==> config.mk <==
export PLATFORM = sky130hd
export DESIGN_NAME = vfr_fault_action
export DESIGN_NICKNAME = d
export VERILOG_FILES = /design/src/vfr_pkg.sv /design/src/vfr_retry_ctl.sv /design/src/vfr_fault_action.sv
export SDC_FILE = /design/constraint.sdc
export NUM_CORES = 1
export LEC_CHECK = 0
export CAP_MARGIN = 10
export CORE_MARGIN = 4
export CORE_UTILIZATION = 35
export DETAILED_ROUTE_END_ITERATION = 16
export DONT_BUFFER_PORTS = 1
export HOLD_SLACK_MARGIN = 0.02
export PLACE_DENSITY = 0.5
export SLEW_MARGIN = 0
export SYNTH_ARGS = -nofsm -noshare
export SYNTH_HDL_FRONTEND = slang
export SYNTH_HIERARCHICAL = 1
export SYNTH_SLANG_ARGS = --single-unit
==> constraint.sdc <==
create_clock -name ref_clk_in -period 7.05 [get_ports ref_clk_in]
set_input_delay 0.3525 -clock ref_clk_in [delete_from_list [all_inputs] [get_ports ref_clk_in]]
set_output_delay 0.3525 -clock ref_clk_in [all_outputs]
set_load 0.05 [all_outputs]
==> src/vfr_pkg.sv <==
package vfr_pkg;
   // ****************************************************************
   // Command codes
   // ****************************************************************
   localparam logic [7:0] VFR_CMD_OV_ACTION = 8'h41;
   localparam logic [7:0] VFR_CMD_UV_ACTION = 8'h45;
   // ****************************************************************
   // Response byte layout
   // ****************************************************************
   localparam int VFR_IGNORE_SELECT_BIT = 7;
   localparam int VFR_FIXED_ZERO_BIT = 6;
   localparam int VFR_RETRY_MODE_MSB = 5;
   localparam int VFR_RETRY_MODE_LSB = 3;
   localparam int VFR_RETRY_DELAY_MSB = 2;
   localparam int VFR_RETRY_DELAY_LSB = 0;
   localparam logic [2:0] VFR_RETRY_NONE = 3'h0;
   localparam logic [2:0] VFR_RETRY_ALWAYS = 3'h7;
   localparam logic [7:0] VFR_UV_ACTION_RESET = 8'hBF;
   localparam logic [7:0] VFR_OV_ACTION_RESET = 8'hBF;
   // ****************************************************************
   // Timing
   // ****************************************************************
   localparam int VFR_CLK_PERIOD_NS = 10;
   localparam int VFR_RETRY_RISE_TIMES = 7;
   localparam int VFR_RISE_TIME_US = 1;
   localparam int VFR_RISE_TIME_CYCLES = (VFR_RISE_TIME_US * 1000 + VFR_CLK_PERIOD_NS - 1) / VFR_CLK_PERIOD_NS;
   typedef enum logic [1:0] {
      VFR_ST_RUN = 2'h0,
      VFR_ST_OFF = 2'h1,
      VFR_ST_WAIT = 2'h3,
      VFR_ST_START = 2'h2
   } vfr_state_t;
endpackage

==> src/vfr_retry_ctl.sv <==
`timescale 1ns/1ps
// One fault channel: decides ignore or shutdown and runs the restart policy.
module vfr_retry_ctl #(
   parameter int RISE_CYCLES = 100
) (
   // Clock and reset
   input wire logic ref_clk_in,
   input wire logic reset_n_in,
   // Configuration and events
   input wire logic [7:0] action_in,
   input wire logic fault_in,
   input wire logic fault_clear_in,
   input wire logic abort_in,
   input wire logic start_done_in,
   // Outputs
   output logic shutdown_out,
   output logic restart_out
);
   import vfr_pkg::*;
   if (RISE_CYCLES < 1) begin : g_bad_rise
      $error("vfr_retry_ctl: RISE_CYCLES must be at least one");
   end
   localparam int WAIT_CYCLES = VFR_RETRY_RISE_TIMES * RISE_CYCLES;
   vfr_state_t state_reg;
   logic [31:0] wait_cnt_reg;
   wire ignore_w = ~action_in[VFR_IGNORE_SELECT_BIT];
   wire retry_w = action_in[VFR_RETRY_MODE_MSB];

   always_ff @(posedge ref_clk_in or negedge reset_n_in) begin
      if (!reset_n_in) begin
         state_reg <= VFR_ST_RUN;
         wait_cnt_reg <= 32'h0;
         shutdown_out <= 1'b0;
         restart_out <= 1'b0;
      end else begin
         restart_out <= 1'b0;
         case (state_reg)
            VFR_ST_RUN: begin
               // Ignore mode keeps regulating; flags are raised elsewhere.
               if (fault_in && !ignore_w) begin
                  shutdown_out <= 1'b1;
                  wait_cnt_reg <= 32'h0;
                  state_reg <= retry_w ? VFR_ST_WAIT : VFR_ST_OFF;
               end
            end
            VFR_ST_OFF: begin
               // Latched off with no delay until the fault is cleared.
               if (fault_clear_in) begin
                  shutdown_out <= 1'b0;
                  state_reg <= VFR_ST_RUN;
               end
            end
            VFR_ST_WAIT: begin
               if (abort_in) begin
                  state_reg <= VFR_ST_OFF;
               end else if (wait_cnt_reg == 32'(WAIT_CYCLES - 1)) begin
                  // Seven rise times elapsed, start a fresh soft-start.
                  restart_out <= 1'b1;
                  shutdown_out <= 1'b0;
                  state_reg <= VFR_ST_START;
               end else begin
                  wait_cnt_reg <= wait_cnt_reg + 32'h1;
               end
            end
            VFR_ST_START: begin
               // Retries are unlimited; a fresh fault goes round again.
               if (abort_in) begin
                  shutdown_out <= 1'b1;
                  state_reg <= VFR_ST_OFF;
               end else if (fault_in && !ignore_w) begin
                  shutdown_out <= 1'b1;
                  wait_cnt_reg <= 32'h0;
                  state_reg <= retry_w ? VFR_ST_WAIT : VFR_ST_OFF;
               end else if (start_done_in) begin
                  state_reg <= VFR_ST_RUN;
               end
            end
            default: state_reg <= VFR_ST_RUN;
         endcase
      end
   end
endmodule

==> src/vfr_fault_action.sv <==
`timescale 1ns/1ps
module vfr_fault_action #(
   parameter int RISE_CYCLES = vfr_pkg::VFR_RISE_TIME_CYCLES
) (
   // Clock and reset
   input wire logic ref_clk_in,
   input wire logic reset_n_in,
   // Command port from the PMBus engine
   input wire logic cmd_valid_in,
   input wire logic cmd_write_in,
   input wire logic [7:0] cmd_code_in,
   input wire logic [7:0] cmd_wdata_in,
   input wire logic store_all_in,
   input wire logic restore_all_in,
   input wire logic loop_slave_in,
   // Nonvolatile store
   input wire logic nv_ov_bit7_in,
   input wire logic nv_ov_bit5_in,
   input wire logic nv_uv_bit7_in,
   input wire logic nv_uv_bit5_in,
   // Fault events and power state
   input wire logic ov_fault_in,
   input wire logic uv_fault_in,
   input wire logic fault_clear_in,
   input wire logic commanded_off_in,
   input wire logic bias_lost_in,
   input wire logic other_shutdown_in,
   input wire logic start_done_in,
   input wire logic status_clear_in,
   input wire logic alert_mask_in,
   // Command answer
   output logic [7:0] cmd_rdata_out,
   output logic cmd_nack_out,
   output logic cmd_ack_out,
   // Nonvolatile write
   output logic nv_write_out,
   output logic [1:0] nv_ov_bits_out,
   output logic [1:0] nv_uv_bits_out,
   // Status flags
   output logic comm_fault_out,
   output logic invalid_data_out,
   output logic invalid_command_fault_out,
   output logic ov_status_out,
   output logic other_fault_out,
   output logic output_voltage_flag_out,
   output logic ov_vout_flag_out,
   output logic undervoltage_flag_out,
   output logic smbalert_n_out,
   // Power stage control
   output logic output_enable_out,
   output logic soft_start_out
);
   import vfr_pkg::*;

   // ****************************************************************
   // Register storage
   // ****************************************************************
   // Only bits 7 and 5 are held: the mode field is three copies of bit 5
   // and the delay field mirrors it, so no illegal state can be stored.
   logic ov_ignore_reg, ov_retry_reg, uv_ignore_reg, uv_retry_reg;
   logic [7:0] ov_byte, uv_byte;
   logic [2:0] wmode;
   logic mode_ok, hit_ov, hit_uv, uv_blocked;

   function automatic logic [7:0] vfr_pack(input logic ign, input logic rty);
      vfr_pack = {ign, 1'b0, {3{rty}}, {3{rty}}};
   endfunction

   assign ov_byte = vfr_pack(ov_ignore_reg, ov_retry_reg);
   assign uv_byte = vfr_pack(uv_ignore_reg, uv_retry_reg);
   assign wmode = cmd_wdata_in[VFR_RETRY_MODE_MSB:VFR_RETRY_MODE_LSB];
   assign mode_ok = (wmode == VFR_RETRY_NONE) || (wmode == VFR_RETRY_ALWAYS);
   assign hit_ov = cmd_valid_in && (cmd_code_in == VFR_CMD_OV_ACTION);
   assign hit_uv = cmd_valid_in && (cmd_code_in == VFR_CMD_UV_ACTION);
   assign uv_blocked = hit_uv && loop_slave_in;

   always_ff @(posedge ref_clk_in or negedge reset_n_in) begin
      if (!reset_n_in) begin
         ov_ignore_reg <= VFR_OV_ACTION_RESET[VFR_IGNORE_SELECT_BIT];
         ov_retry_reg <= VFR_OV_ACTION_RESET[VFR_RETRY_MODE_MSB];
         uv_ignore_reg <= VFR_UV_ACTION_RESET[VFR_IGNORE_SELECT_BIT];
         uv_retry_reg <= VFR_UV_ACTION_RESET[VFR_RETRY_MODE_MSB];
      end else if (restore_all_in) begin
         // Field rebuilt from the single stored bit.
         ov_ignore_reg <= nv_ov_bit7_in;
         ov_retry_reg <= nv_ov_bit5_in;
         uv_ignore_reg <= nv_uv_bit7_in;
         uv_retry_reg <= nv_uv_bit5_in;
      end else if (cmd_write_in && mode_ok) begin
         // A refused value leaves both bits untouched.
         if (hit_ov) begin
            ov_ignore_reg <= cmd_wdata_in[VFR_IGNORE_SELECT_BIT];
            ov_retry_reg <= cmd_wdata_in[VFR_RETRY_MODE_MSB];
         end
         if (hit_uv && !loop_slave_in) begin
            uv_ignore_reg <= cmd_wdata_in[VFR_IGNORE_SELECT_BIT];
            uv_retry_reg <= cmd_wdata_in[VFR_RETRY_MODE_MSB];
         end
      end
   end

   // ****************************************************************
   // Command answer and nonvolatile store
   // ****************************************************************
   always_ff @(posedge ref_clk_in or negedge reset_n_in) begin
      if (!reset_n_in) begin
         cmd_rdata_out <= 8'h00;
         cmd_nack_out <= 1'b0;
         cmd_ack_out <= 1'b0;
      end else begin
         cmd_nack_out <= uv_blocked;
         cmd_ack_out <= (hit_ov || hit_uv) && !uv_blocked;
         if (hit_ov && !cmd_write_in) begin
            cmd_rdata_out <= ov_byte;
         end else if (hit_uv && !cmd_write_in && !loop_slave_in) begin
            cmd_rdata_out <= uv_byte;
         end else begin
            cmd_rdata_out <= 8'h00;
         end
      end
   end

   always_ff @(posedge ref_clk_in or negedge reset_n_in) begin
      if (!reset_n_in) begin
         nv_write_out <= 1'b0;
         nv_ov_bits_out <= 2'h0;
         nv_uv_bits_out <= 2'h0;
      end else begin
         nv_write_out <= store_all_in;
         if (store_all_in) begin
            nv_ov_bits_out <= {ov_ignore_reg, ov_retry_reg};
            nv_uv_bits_out <= {uv_ignore_reg, uv_retry_reg};
         end
      end
   end

   // ****************************************************************
   // Status flags and alert
   // ****************************************************************
   // Flags are sticky; an event in the clearing cycle wins over the clear.
   logic bad_write, ivc_evt, any_evt;
   assign bad_write = cmd_write_in && (hit_ov || (hit_uv && !loop_slave_in)) && !mode_ok;
   assign ivc_evt = uv_blocked;
   assign any_evt = bad_write || ivc_evt || ov_fault_in || uv_fault_in;

   always_ff @(posedge ref_clk_in or negedge reset_n_in) begin
      if (!reset_n_in) begin
         comm_fault_out <= 1'b0;
         invalid_data_out <= 1'b0;
         invalid_command_fault_out <= 1'b0;
         ov_status_out <= 1'b0;
         other_fault_out <= 1'b0;
         output_voltage_flag_out <= 1'b0;
         ov_vout_flag_out <= 1'b0;
         undervoltage_flag_out <= 1'b0;
      end else begin
         comm_fault_out <= (bad_write || ivc_evt) || (comm_fault_out && !status_clear_in);
         invalid_data_out <= bad_write || (invalid_data_out && !status_clear_in);
         invalid_command_fault_out <= ivc_evt || (invalid_command_fault_out && !status_clear_in);
         ov_status_out <= ov_fault_in || (ov_status_out && !status_clear_in);
         ov_vout_flag_out <= ov_fault_in || (ov_vout_flag_out && !status_clear_in);
         other_fault_out <= uv_fault_in || (other_fault_out && !status_clear_in);
         undervoltage_flag_out <= uv_fault_in || (undervoltage_flag_out && !status_clear_in);
         output_voltage_flag_out <= ov_fault_in || uv_fault_in ||
            (output_voltage_flag_out && !status_clear_in);
      end
   end

   // Alert is held until status is cleared; the mask only gates the pin.
   logic alert_pend_reg;
   always_ff @(posedge ref_clk_in or negedge reset_n_in) begin
      if (!reset_n_in) begin
         alert_pend_reg <= 1'b0;
         smbalert_n_out <= 1'b1;
      end else begin
         alert_pend_reg <= any_evt || (alert_pend_reg && !status_clear_in);
         smbalert_n_out <= !((any_evt || (alert_pend_reg && !status_clear_in)) && !alert_mask_in);
      end
   end

   // ****************************************************************
   // Fault response channels
   // ****************************************************************
   logic abort_w, ov_shut, uv_shut, ov_rst, uv_rst;
   assign abort_w = commanded_off_in || bias_lost_in || other_shutdown_in;

   vfr_retry_ctl #(.RISE_CYCLES(RISE_CYCLES)) u_ov_ctl (
      .ref_clk_in(ref_clk_in),
      .reset_n_in(reset_n_in),
      .action_in(ov_byte),
      .fault_in(ov_fault_in),
      .fault_clear_in(fault_clear_in),
      .abort_in(abort_w),
      .start_done_in(start_done_in),
      .shutdown_out(ov_shut),
      .restart_out(ov_rst)
   );

   vfr_retry_ctl #(.RISE_CYCLES(RISE_CYCLES)) u_uv_ctl (
      .ref_clk_in(ref_clk_in),
      .reset_n_in(reset_n_in),
      .action_in(uv_byte),
      .fault_in(uv_fault_in),
      .fault_clear_in(fault_clear_in),
      .abort_in(abort_w),
      .start_done_in(start_done_in),
      .shutdown_out(uv_shut),
      .restart_out(uv_rst)
   );

   always_ff @(posedge ref_clk_in or negedge reset_n_in) begin
      if (!reset_n_in) begin
         output_enable_out <= 1'b0;
         soft_start_out <= 1'b0;
      end else begin
         output_enable_out <= !(ov_shut || uv_shut) && !commanded_off_in;
         soft_start_out <= ov_rst || uv_rst;
      end
   end

   // ****************************************************************
   // Assertions
   // ****************************************************************
   property p_bad_write_flags;
      @(posedge ref_clk_in) disable iff (!reset_n_in)
      bad_write |=> invalid_data_out && comm_fault_out;
   endproperty
   a_bad_write_flags: assert property (p_bad_write_flags) else $error("rejected write lacks flags");

   property p_bad_write_keeps;
      @(posedge ref_clk_in) disable iff (!reset_n_in)
      (bad_write && hit_ov && !restore_all_in) |=> $stable(ov_byte);
   endproperty
   a_bad_write_keeps: assert property (p_bad_write_keeps) else $error("rejected write changed register");

   property p_delay_mirror;
      @(posedge ref_clk_in) disable iff (!reset_n_in)
      uv_byte[2:0] == {3{uv_byte[5]}} && !uv_byte[6] && ov_byte[2:0] == {3{ov_byte[5]}};
   endproperty
   a_delay_mirror: assert property (p_delay_mirror) else $error("delay bits do not mirror bit 5");

   property p_uv_flags;
      @(posedge ref_clk_in) disable iff (!reset_n_in)
      uv_fault_in |=> other_fault_out && undervoltage_flag_out && output_voltage_flag_out;
   endproperty
   a_uv_flags: assert property (p_uv_flags) else $error("undervoltage flags missing");

   property p_ov_flags;
      @(posedge ref_clk_in) disable iff (!reset_n_in)
      (ov_fault_in && !alert_mask_in) |=> ov_status_out && ov_vout_flag_out && !smbalert_n_out;
   endproperty
   a_ov_flags: assert property (p_ov_flags) else $error("overvoltage flags or alert missing");

   property p_slave_nack;
      @(posedge ref_clk_in) disable iff (!reset_n_in)
      uv_blocked |=> cmd_nack_out && invalid_command_fault_out && !cmd_ack_out;
   endproperty
   a_slave_nack: assert property (p_slave_nack) else $error("loop slave access not refused");

   property p_slave_write_ignored;
      @(posedge ref_clk_in) disable iff (!reset_n_in)
      (uv_blocked && cmd_write_in && !restore_all_in) |=> $stable(uv_byte);
   endproperty
   a_slave_write_ignored: assert property (p_slave_write_ignored) else $error("loop slave write took effect");

   property p_store;
      @(posedge ref_clk_in) disable iff (!reset_n_in)
      store_all_in |=> nv_write_out && nv_uv_bits_out == {$past(uv_byte[7]), $past(uv_byte[5])};
   endproperty
   a_store: assert property (p_store) else $error("store did not copy register");

   property p_ignore_runs;
      @(posedge ref_clk_in) disable iff (!reset_n_in)
      (uv_fault_in && !uv_byte[7] && !ov_shut && !uv_shut && !commanded_off_in) |=> output_enable_out;
   endproperty
   a_ignore_runs: assert property (p_ignore_runs) else $error("ignore mode stopped the output");

   property p_shutdown;
      @(posedge ref_clk_in) disable iff (!reset_n_in)
      (uv_fault_in && uv_byte[7]) |=> ##1 !output_enable_out;
   endproperty
   a_shutdown: assert property (p_shutdown) else $error("shutdown mode kept output on");

   // Watched on the channel itself, so a restart of the other channel cannot mask or fake it.
   property p_latch_off;
      @(posedge ref_clk_in) disable iff (!reset_n_in)
      (ov_fault_in && ov_byte[7] && !ov_byte[5] && !ov_shut) |=> !ov_rst [*8];
   endproperty
   a_latch_off: assert property (p_latch_off) else $error("latched mode restarted");

   property p_abort_stops;
      @(posedge ref_clk_in) disable iff (!reset_n_in)
      abort_w |=> ##1 !soft_start_out;
   endproperty
   a_abort_stops: assert property (p_abort_stops) else $error("restart despite stop request");

   property p_alert_mask;
      @(posedge ref_clk_in) disable iff (!reset_n_in)
      alert_mask_in |=> smbalert_n_out;
   endproperty
   a_alert_mask: assert property (p_alert_mask) else $error("masked alert reached the pin");

   property p_uv_bad_keeps;
      @(posedge ref_clk_in) disable iff (!reset_n_in)
      (bad_write && hit_uv && !restore_all_in) |=> $stable(uv_byte);
   endproperty
   a_uv_bad_keeps: assert property (p_uv_bad_keeps) else $error("rejected write changed register");

   property p_good_write;
      @(posedge ref_clk_in) disable iff (!reset_n_in)
      (cmd_write_in && hit_ov && mode_ok && !restore_all_in) |=>
         ov_byte[7] == $past(cmd_wdata_in[7]) && ov_byte[5] == $past(cmd_wdata_in[5]);
   endproperty
   a_good_write: assert property (p_good_write) else $error("accepted write not stored");

   property p_slave_read_zero;
      @(posedge ref_clk_in) disable iff (!reset_n_in)
      (uv_blocked && !cmd_write_in) |=> cmd_rdata_out == 8'h00;
   endproperty
   a_slave_read_zero: assert property (p_slave_read_zero) else $error("refused read returned data");

   c_uv_fault: cover property (@(posedge ref_clk_in) uv_fault_in && uv_byte[7]);
   c_restart: cover property (@(posedge ref_clk_in) soft_start_out);
   c_reject: cover property (@(posedge ref_clk_in) bad_write);
   c_slave: cover property (@(posedge ref_clk_in) uv_blocked);
endmodule

**Yosys cells after proc, flatten, opt, wreduce, memory -nomap -nowiden**

Index checks and enable logic that the tools add are counted.

- Flip-flop bits (word level): 103
- Latch bits: 0
- Bits in writable memories: 0
- Bits in read-only memories: 0
- Input bits: 36
- Output and inout bits: 26
- Word-level logic and storage cells: 185
- Memories kept: 0

- $add $sub $neg: 2
- Multipliers: 0
- Div/mod/pow operators: 0
- $lt $le $gt $ge: 0
- Eq/ne operators: 27
- Shifts and indexed selects: 0
- Mux-type cells: 57
- Bitwise logic cells: 0
- Reduce and logical (&&, ||, !) cells: 69

Operators with widths:

| cell | number |
|---|---|
| two-way mux 32 bit | 8 |
| one-hot mux 32 bit (3 select lines) | 2 |
| adder 32 x 1 -> 32 bit, second input constant | 2 |
| equality test 32 x 10 -> 1 bit, second input constant | 2 |
| two-way mux 2 bit | 14 |
| two-way mux 1 bit | 27 |
| logical AND 1 bit | 24 |
| logical OR 1 bit | 20 |
| equality test 8 x 7 -> 1 bit, second input constant | 2 |
| two-way mux 8 bit | 2 |
| != test 2 bit, second input constant | 8 |
| one-hot mux 2 bit (4 select lines) | 2 |
| AND reduction 4 bit | 4 |
| zero test 1 bit | 9 |
| equality test 2 bit, second input constant | 4 |
| != test 2 x 1 -> 1 bit, second input constant | 4 |
| != test 4 x 3 -> 1 bit, second input constant | 2 |
| one-hot mux 1 bit (4 select lines) | 2 |
| != test 3 x 2 -> 1 bit, second input constant | 2 |
| AND reduction 3 bit | 2 |
| nonzero test 2 bit | 3 |
| nonzero test 3 bit | 2 |
| equality test 2 x 1 -> 1 bit, second input constant | 2 |
| zero test 2 bit | 2 |
| 3 further kinds | 4 |

**Depth between registers and ports, before layout**

- Depth after elaboration: 12
- Gate-level depth with buffers: 8
- Mapped depth without buffers: 6

**Modules after synthesis**

The synthesis kept the hierarchy.

By module, submodules not included:

| module | instances | cells each | area an instance (µm²) | sequential area each (µm²) |
|---|---|---|---|---|
| vfr_retry_ctl (u_ov_ctl) | 1 | 242 | 2,179.6 | 900.9 |
| vfr_retry_ctl (u_uv_ctl) | 1 | 242 | 2,154.6 | 900.9 |
| vfr_fault_action | 1 | 92 | 1,079.8 | 631.9 |

**Least setup slack after synthesis**

OpenSTA, ideal clock, no wires.

- Path type: register to register
- From: reg u_uv_ctl.wait_cnt_reg[0]
- To: reg u_uv_ctl.wait_cnt_reg[16]
- Setup time: 0.124 ns
- Arrival: 2.159 ns
- Required time: 6.926 ns
- Setup slack: 4.767 ns
- Cell stages (with the launch flop): 8
- Buffers on the path: 1
- Clock period less this slack: 2.283 ns
- Path through: dfrtp_1 > ha_1 > or4b_4 > nor4_4 > a21oi_2 > buf_2 > and3_1 > a211o_1

- Word-level cells in the longest chain between the ends: 4
- Elaborated cells on any way between the ends: 7
- Classes of those cells: 1 x add/sub; 2 x eq/ne; 3 x mux; 1 x reduce/logical

Ends and longest elaborated chain:

| element | line | source |
|---|---|---|
| start, declared | vfr_retry_ctl.sv:25 | `logic [31:0] wait_cnt_reg;` |
| start signal, assigned | vfr_retry_ctl.sv:62 | `wait_cnt_reg <= wait_cnt_reg + 32'h1;` |
| adder 32 x 1 -> 32 bit | vfr_retry_ctl.sv:62 |  |
| two-way mux 32 bit | vfr_retry_ctl.sv:56 | `end else if (wait_cnt_reg == 32'(WAIT_CYCLES - 1)) begin` |
| two-way mux 32 bit | vfr_retry_ctl.sv:54 | `if (abort_in) begin` |
| one-hot mux 32 bit (3 select lines) | vfr_retry_ctl.sv:37 | `case (state_reg)` |

Several ways; a longest one is shown, not always the timed one. The select of a mux whose other input is x is not followed.
A chain may end at the register's enable or synchronous reset.

**Final worst setup path**

- From: reg u_uv_ctl.wait_cnt_reg[0]
- To: reg u_uv_ctl.wait_cnt_reg[20]

Same word-level chain as after synthesis.

==> results by group <==
Outcome
  • Status: finished, final reports clean

Timing
  • Clock Skew: 0.00979 ns
  • Max Slew Vio Count: 0
  • Worst setup margin: 3.98 ns
  • Worst Hold Margin: 0.0565 ns
  • Least-Margin Pin Slew: 0.836 ns
  • Setup tns final: 0 ns
  • Post-layout min period: between 3 and 4 ns
  • Worst rel slew slack: between 40% and 50%
  • Fin crit share: 43.5%
  • RSZ-0062 raised after global routing: false
  • Fmax: about 330 MHz
  • Final setup violation count: 0
  • Final hold vios: 0

Clock tree
  • Post-cts gate resize count: 0
  • Cts bufs inserted: 9
  • Clock Tree Root: clkbuf_16
  • Hold-fix buffers, CTS: 3
  • TritonCTS Sinks: 97
  • Clock transition at path regs: 0.07 ns
  • Worst skew pair latency: 0.35 ns
  • H-tree levels: 3
  • CTS Buffer Depth: 2
  • CTS tree: done
  • Post-CTS Setup Inserts: 0

Floorplan
  • Initial Util: 35.6%
  • DIE WIDTH: 132 um
  • I/O Pins: 62
  • Core Region: between 15000 and 20000 um^2
  • Site row count: 45
  • Die area: roughly 18000 um^2
  • Die extent in y: roughly 130 um

Synth
  • Most instantiated cells after synthesis: 92 x dfrtp_1, 48 x nand3_1, 47 x nand2_1, 28 x nor2_1, 24 x a21oi_1
  • Yosys top cell area share: 42.5%
  • Post-synth EDFFs: 0
  • Post-Syn Instances: 576
  • Synth Register Bits: 97
  • Post-synthesis net count: ~600
  • Ys Warns: 6
  • Main synth FF type: dfrtp_1
  • Fraction of registers with async set/reset: between 90% and 100%
  • Distinct cells, synth: 65
  • Top-count cell post-synth: dfrtp_1
  • Dominant cells by area after synthesis: dfrtp_1 43%, nand3_1 4.4%, nand2_1 3.3%
  • Post-synth top area cell: dfrtp_1
  • Sequential share of the synthesized area: 45.0%
  • Avg Cell Area, Syn: around 9.4 um^2
  • Synthesized area: 5410 um^2

Critical path
  • Crit path max fanout: 26
  • Worst EP required: 7.31 ns
  • CP startpoint kind: flop
  • Crit path arrival time: about 3.3 ns
  • CP Capture Type: flop
  • Kind of critical path: flop to flop

Placed design
  • Pre-CTS WS: roughly 4 ns
  • DP HPWL: 8.92 mm
  • Gpl congestion: 0.785
  • Cell count after placement: 736
  • Post-DP Area: roughly 5500 um^2
  • I/O Buffers: 0

Power
  • Worst VDD drop: 0.121 mV
  • Pwr Density: around 210 nW/um^2
  • P_leak: 2.56 nW
  • Pwr Total: 1.22 mW

GRT
  • Largest net degree at the start of global routing: 98
  • Initial antenna violation count: 0
  • GRT Total Usage: between 15 and 20%
  • First-pass GRT wire length: 22.4 mm
  • Grt total ovfl: 0
  • Vias in the first global route: 4346

Cells and area
  • Post-Layout Inst Area: 5850 um^2
  • Final Util: roughly two fifths
  • Final #Nets: 600
  • Area Growth Syn to Fin: 8.04%
  • Share of layout cells above drive strength 1: 9.88%
  • Cell Count, Final, Fillers Out: 755
  • ANT cells: 0

Route
  • Detailed Routing Iterations Pass 1: 5
  • Antenna viol nets, final: 0
  • Via Count: ~4500
  • DRC violations left: 0
  • Iter 0 DRT Violations: 264
  • WL per Instance: 17.6 um
  • Total Wirelength: 13.3 mm
  • Vias per inst: around 6

Job
  • Max cap viols: 0

Min path
  • Hold/Removal Path Class: input pin to flop
final cells by class:
cell class / instances / area (um^2)
clock buffers: 10 / 229
clock inverters: 6 / 67.6
multi-input cells: 427 / 2730
fillers: 1576 / 9350
flip-flops and latches: 97 / 2430
inverters: 20 / 75.1
well taps: 188 / 235
repair buffers: 7 / 77.6
worst max-delay path: stages, from the launching register on:
cell      delay, ns
dfrtp_1        0.43
ha_1           0.33
or4b_4         0.51
nor4_4         0.40
a21o_2         0.51
nand2_1        0.45
o221ai_1       0.32
layer usage:
metal  share of wire, %  GRT usage (%)
met2                 45           23.9
met1                 48           21.5
met5                  0              0
met4                1.2           4.85
met3                6.2           4.12
cell usage in the layout, fill, tap and decap left out, types with 6 or more instances in the layout:
cell type and count:
nor2_1 28, nor4_1 19, mux2i_1 9, nand3_1 48, nand2b_1 9, a21o_1 7, a211o_1 19, nand2_1 47
a31oi_1 19, and3_1 23, clkbuf_16 9, dfrtp_1 91, o211a_1 8, a41oi_1 6, a21oi_1 24, inv_1 20
nand4_1 17, o21ai_1 7, and4_1 9, nor3_1 20, o21ai_0 18, or2_2 6, or3_1 8
path summary, 6_finish.rpt:
path	startpoint	to	slack, ns	depth (start not counted)
setup / recovery	u_uv_ctl/wait_cnt_reg[0]$_DFFE_PN0P_	u_uv_ctl/wait_cnt_reg[20]$_DFFE_PN0P_	3.98	6
hold / removal	cmd_write_in	cmd_rdata_out[5]$_DFF_PN0_	0.06	1
setup reg to reg	u_uv_ctl/wait_cnt_reg[0]$_DFFE_PN0P_	u_uv_ctl/wait_cnt_reg[20]$_DFFE_PN0P_	3.98	6
hold reg to reg	u_ov_ctl/shutdown_out$_DFFE_PN0P_	output_enable_out$_DFF_PN0_	0.43	1
max in group asynchronous	reset_n_in	smbalert_n_out$_DFF_PN1_	6.05	2
min in group asynchronous	reset_n_in	u_ov_ctl/wait_cnt_reg[13]$_DFFE_PN0P_	0.60	2
report_power, final:
| part | leakage [nW] | switching, mW | internal, mW |
|---|---|---|---|
| Clock | 0.139 | 0.220 | 0.277 |
| Sequential | 1.29 | 0.0497 | 0.580 |
| Combinational | 1.13 | 0.0637 | 0.0294 |
kinds of logic after synthesis:
group                    count (synthesis)  synth area share [%]
other                                    1                0.0693
adder cells (fa/ha/maj)                  2                 0.462
flip-flops                              97                  45.0
AND/OR/NAND/NOR                        266                  28.7
AO/OA/AOI/OAI                          145                  18.7
buffers and inverters                   52                  4.62
multiplexers                            13                  2.50
No activity file was read; power rests on OpenSTA's default activity.
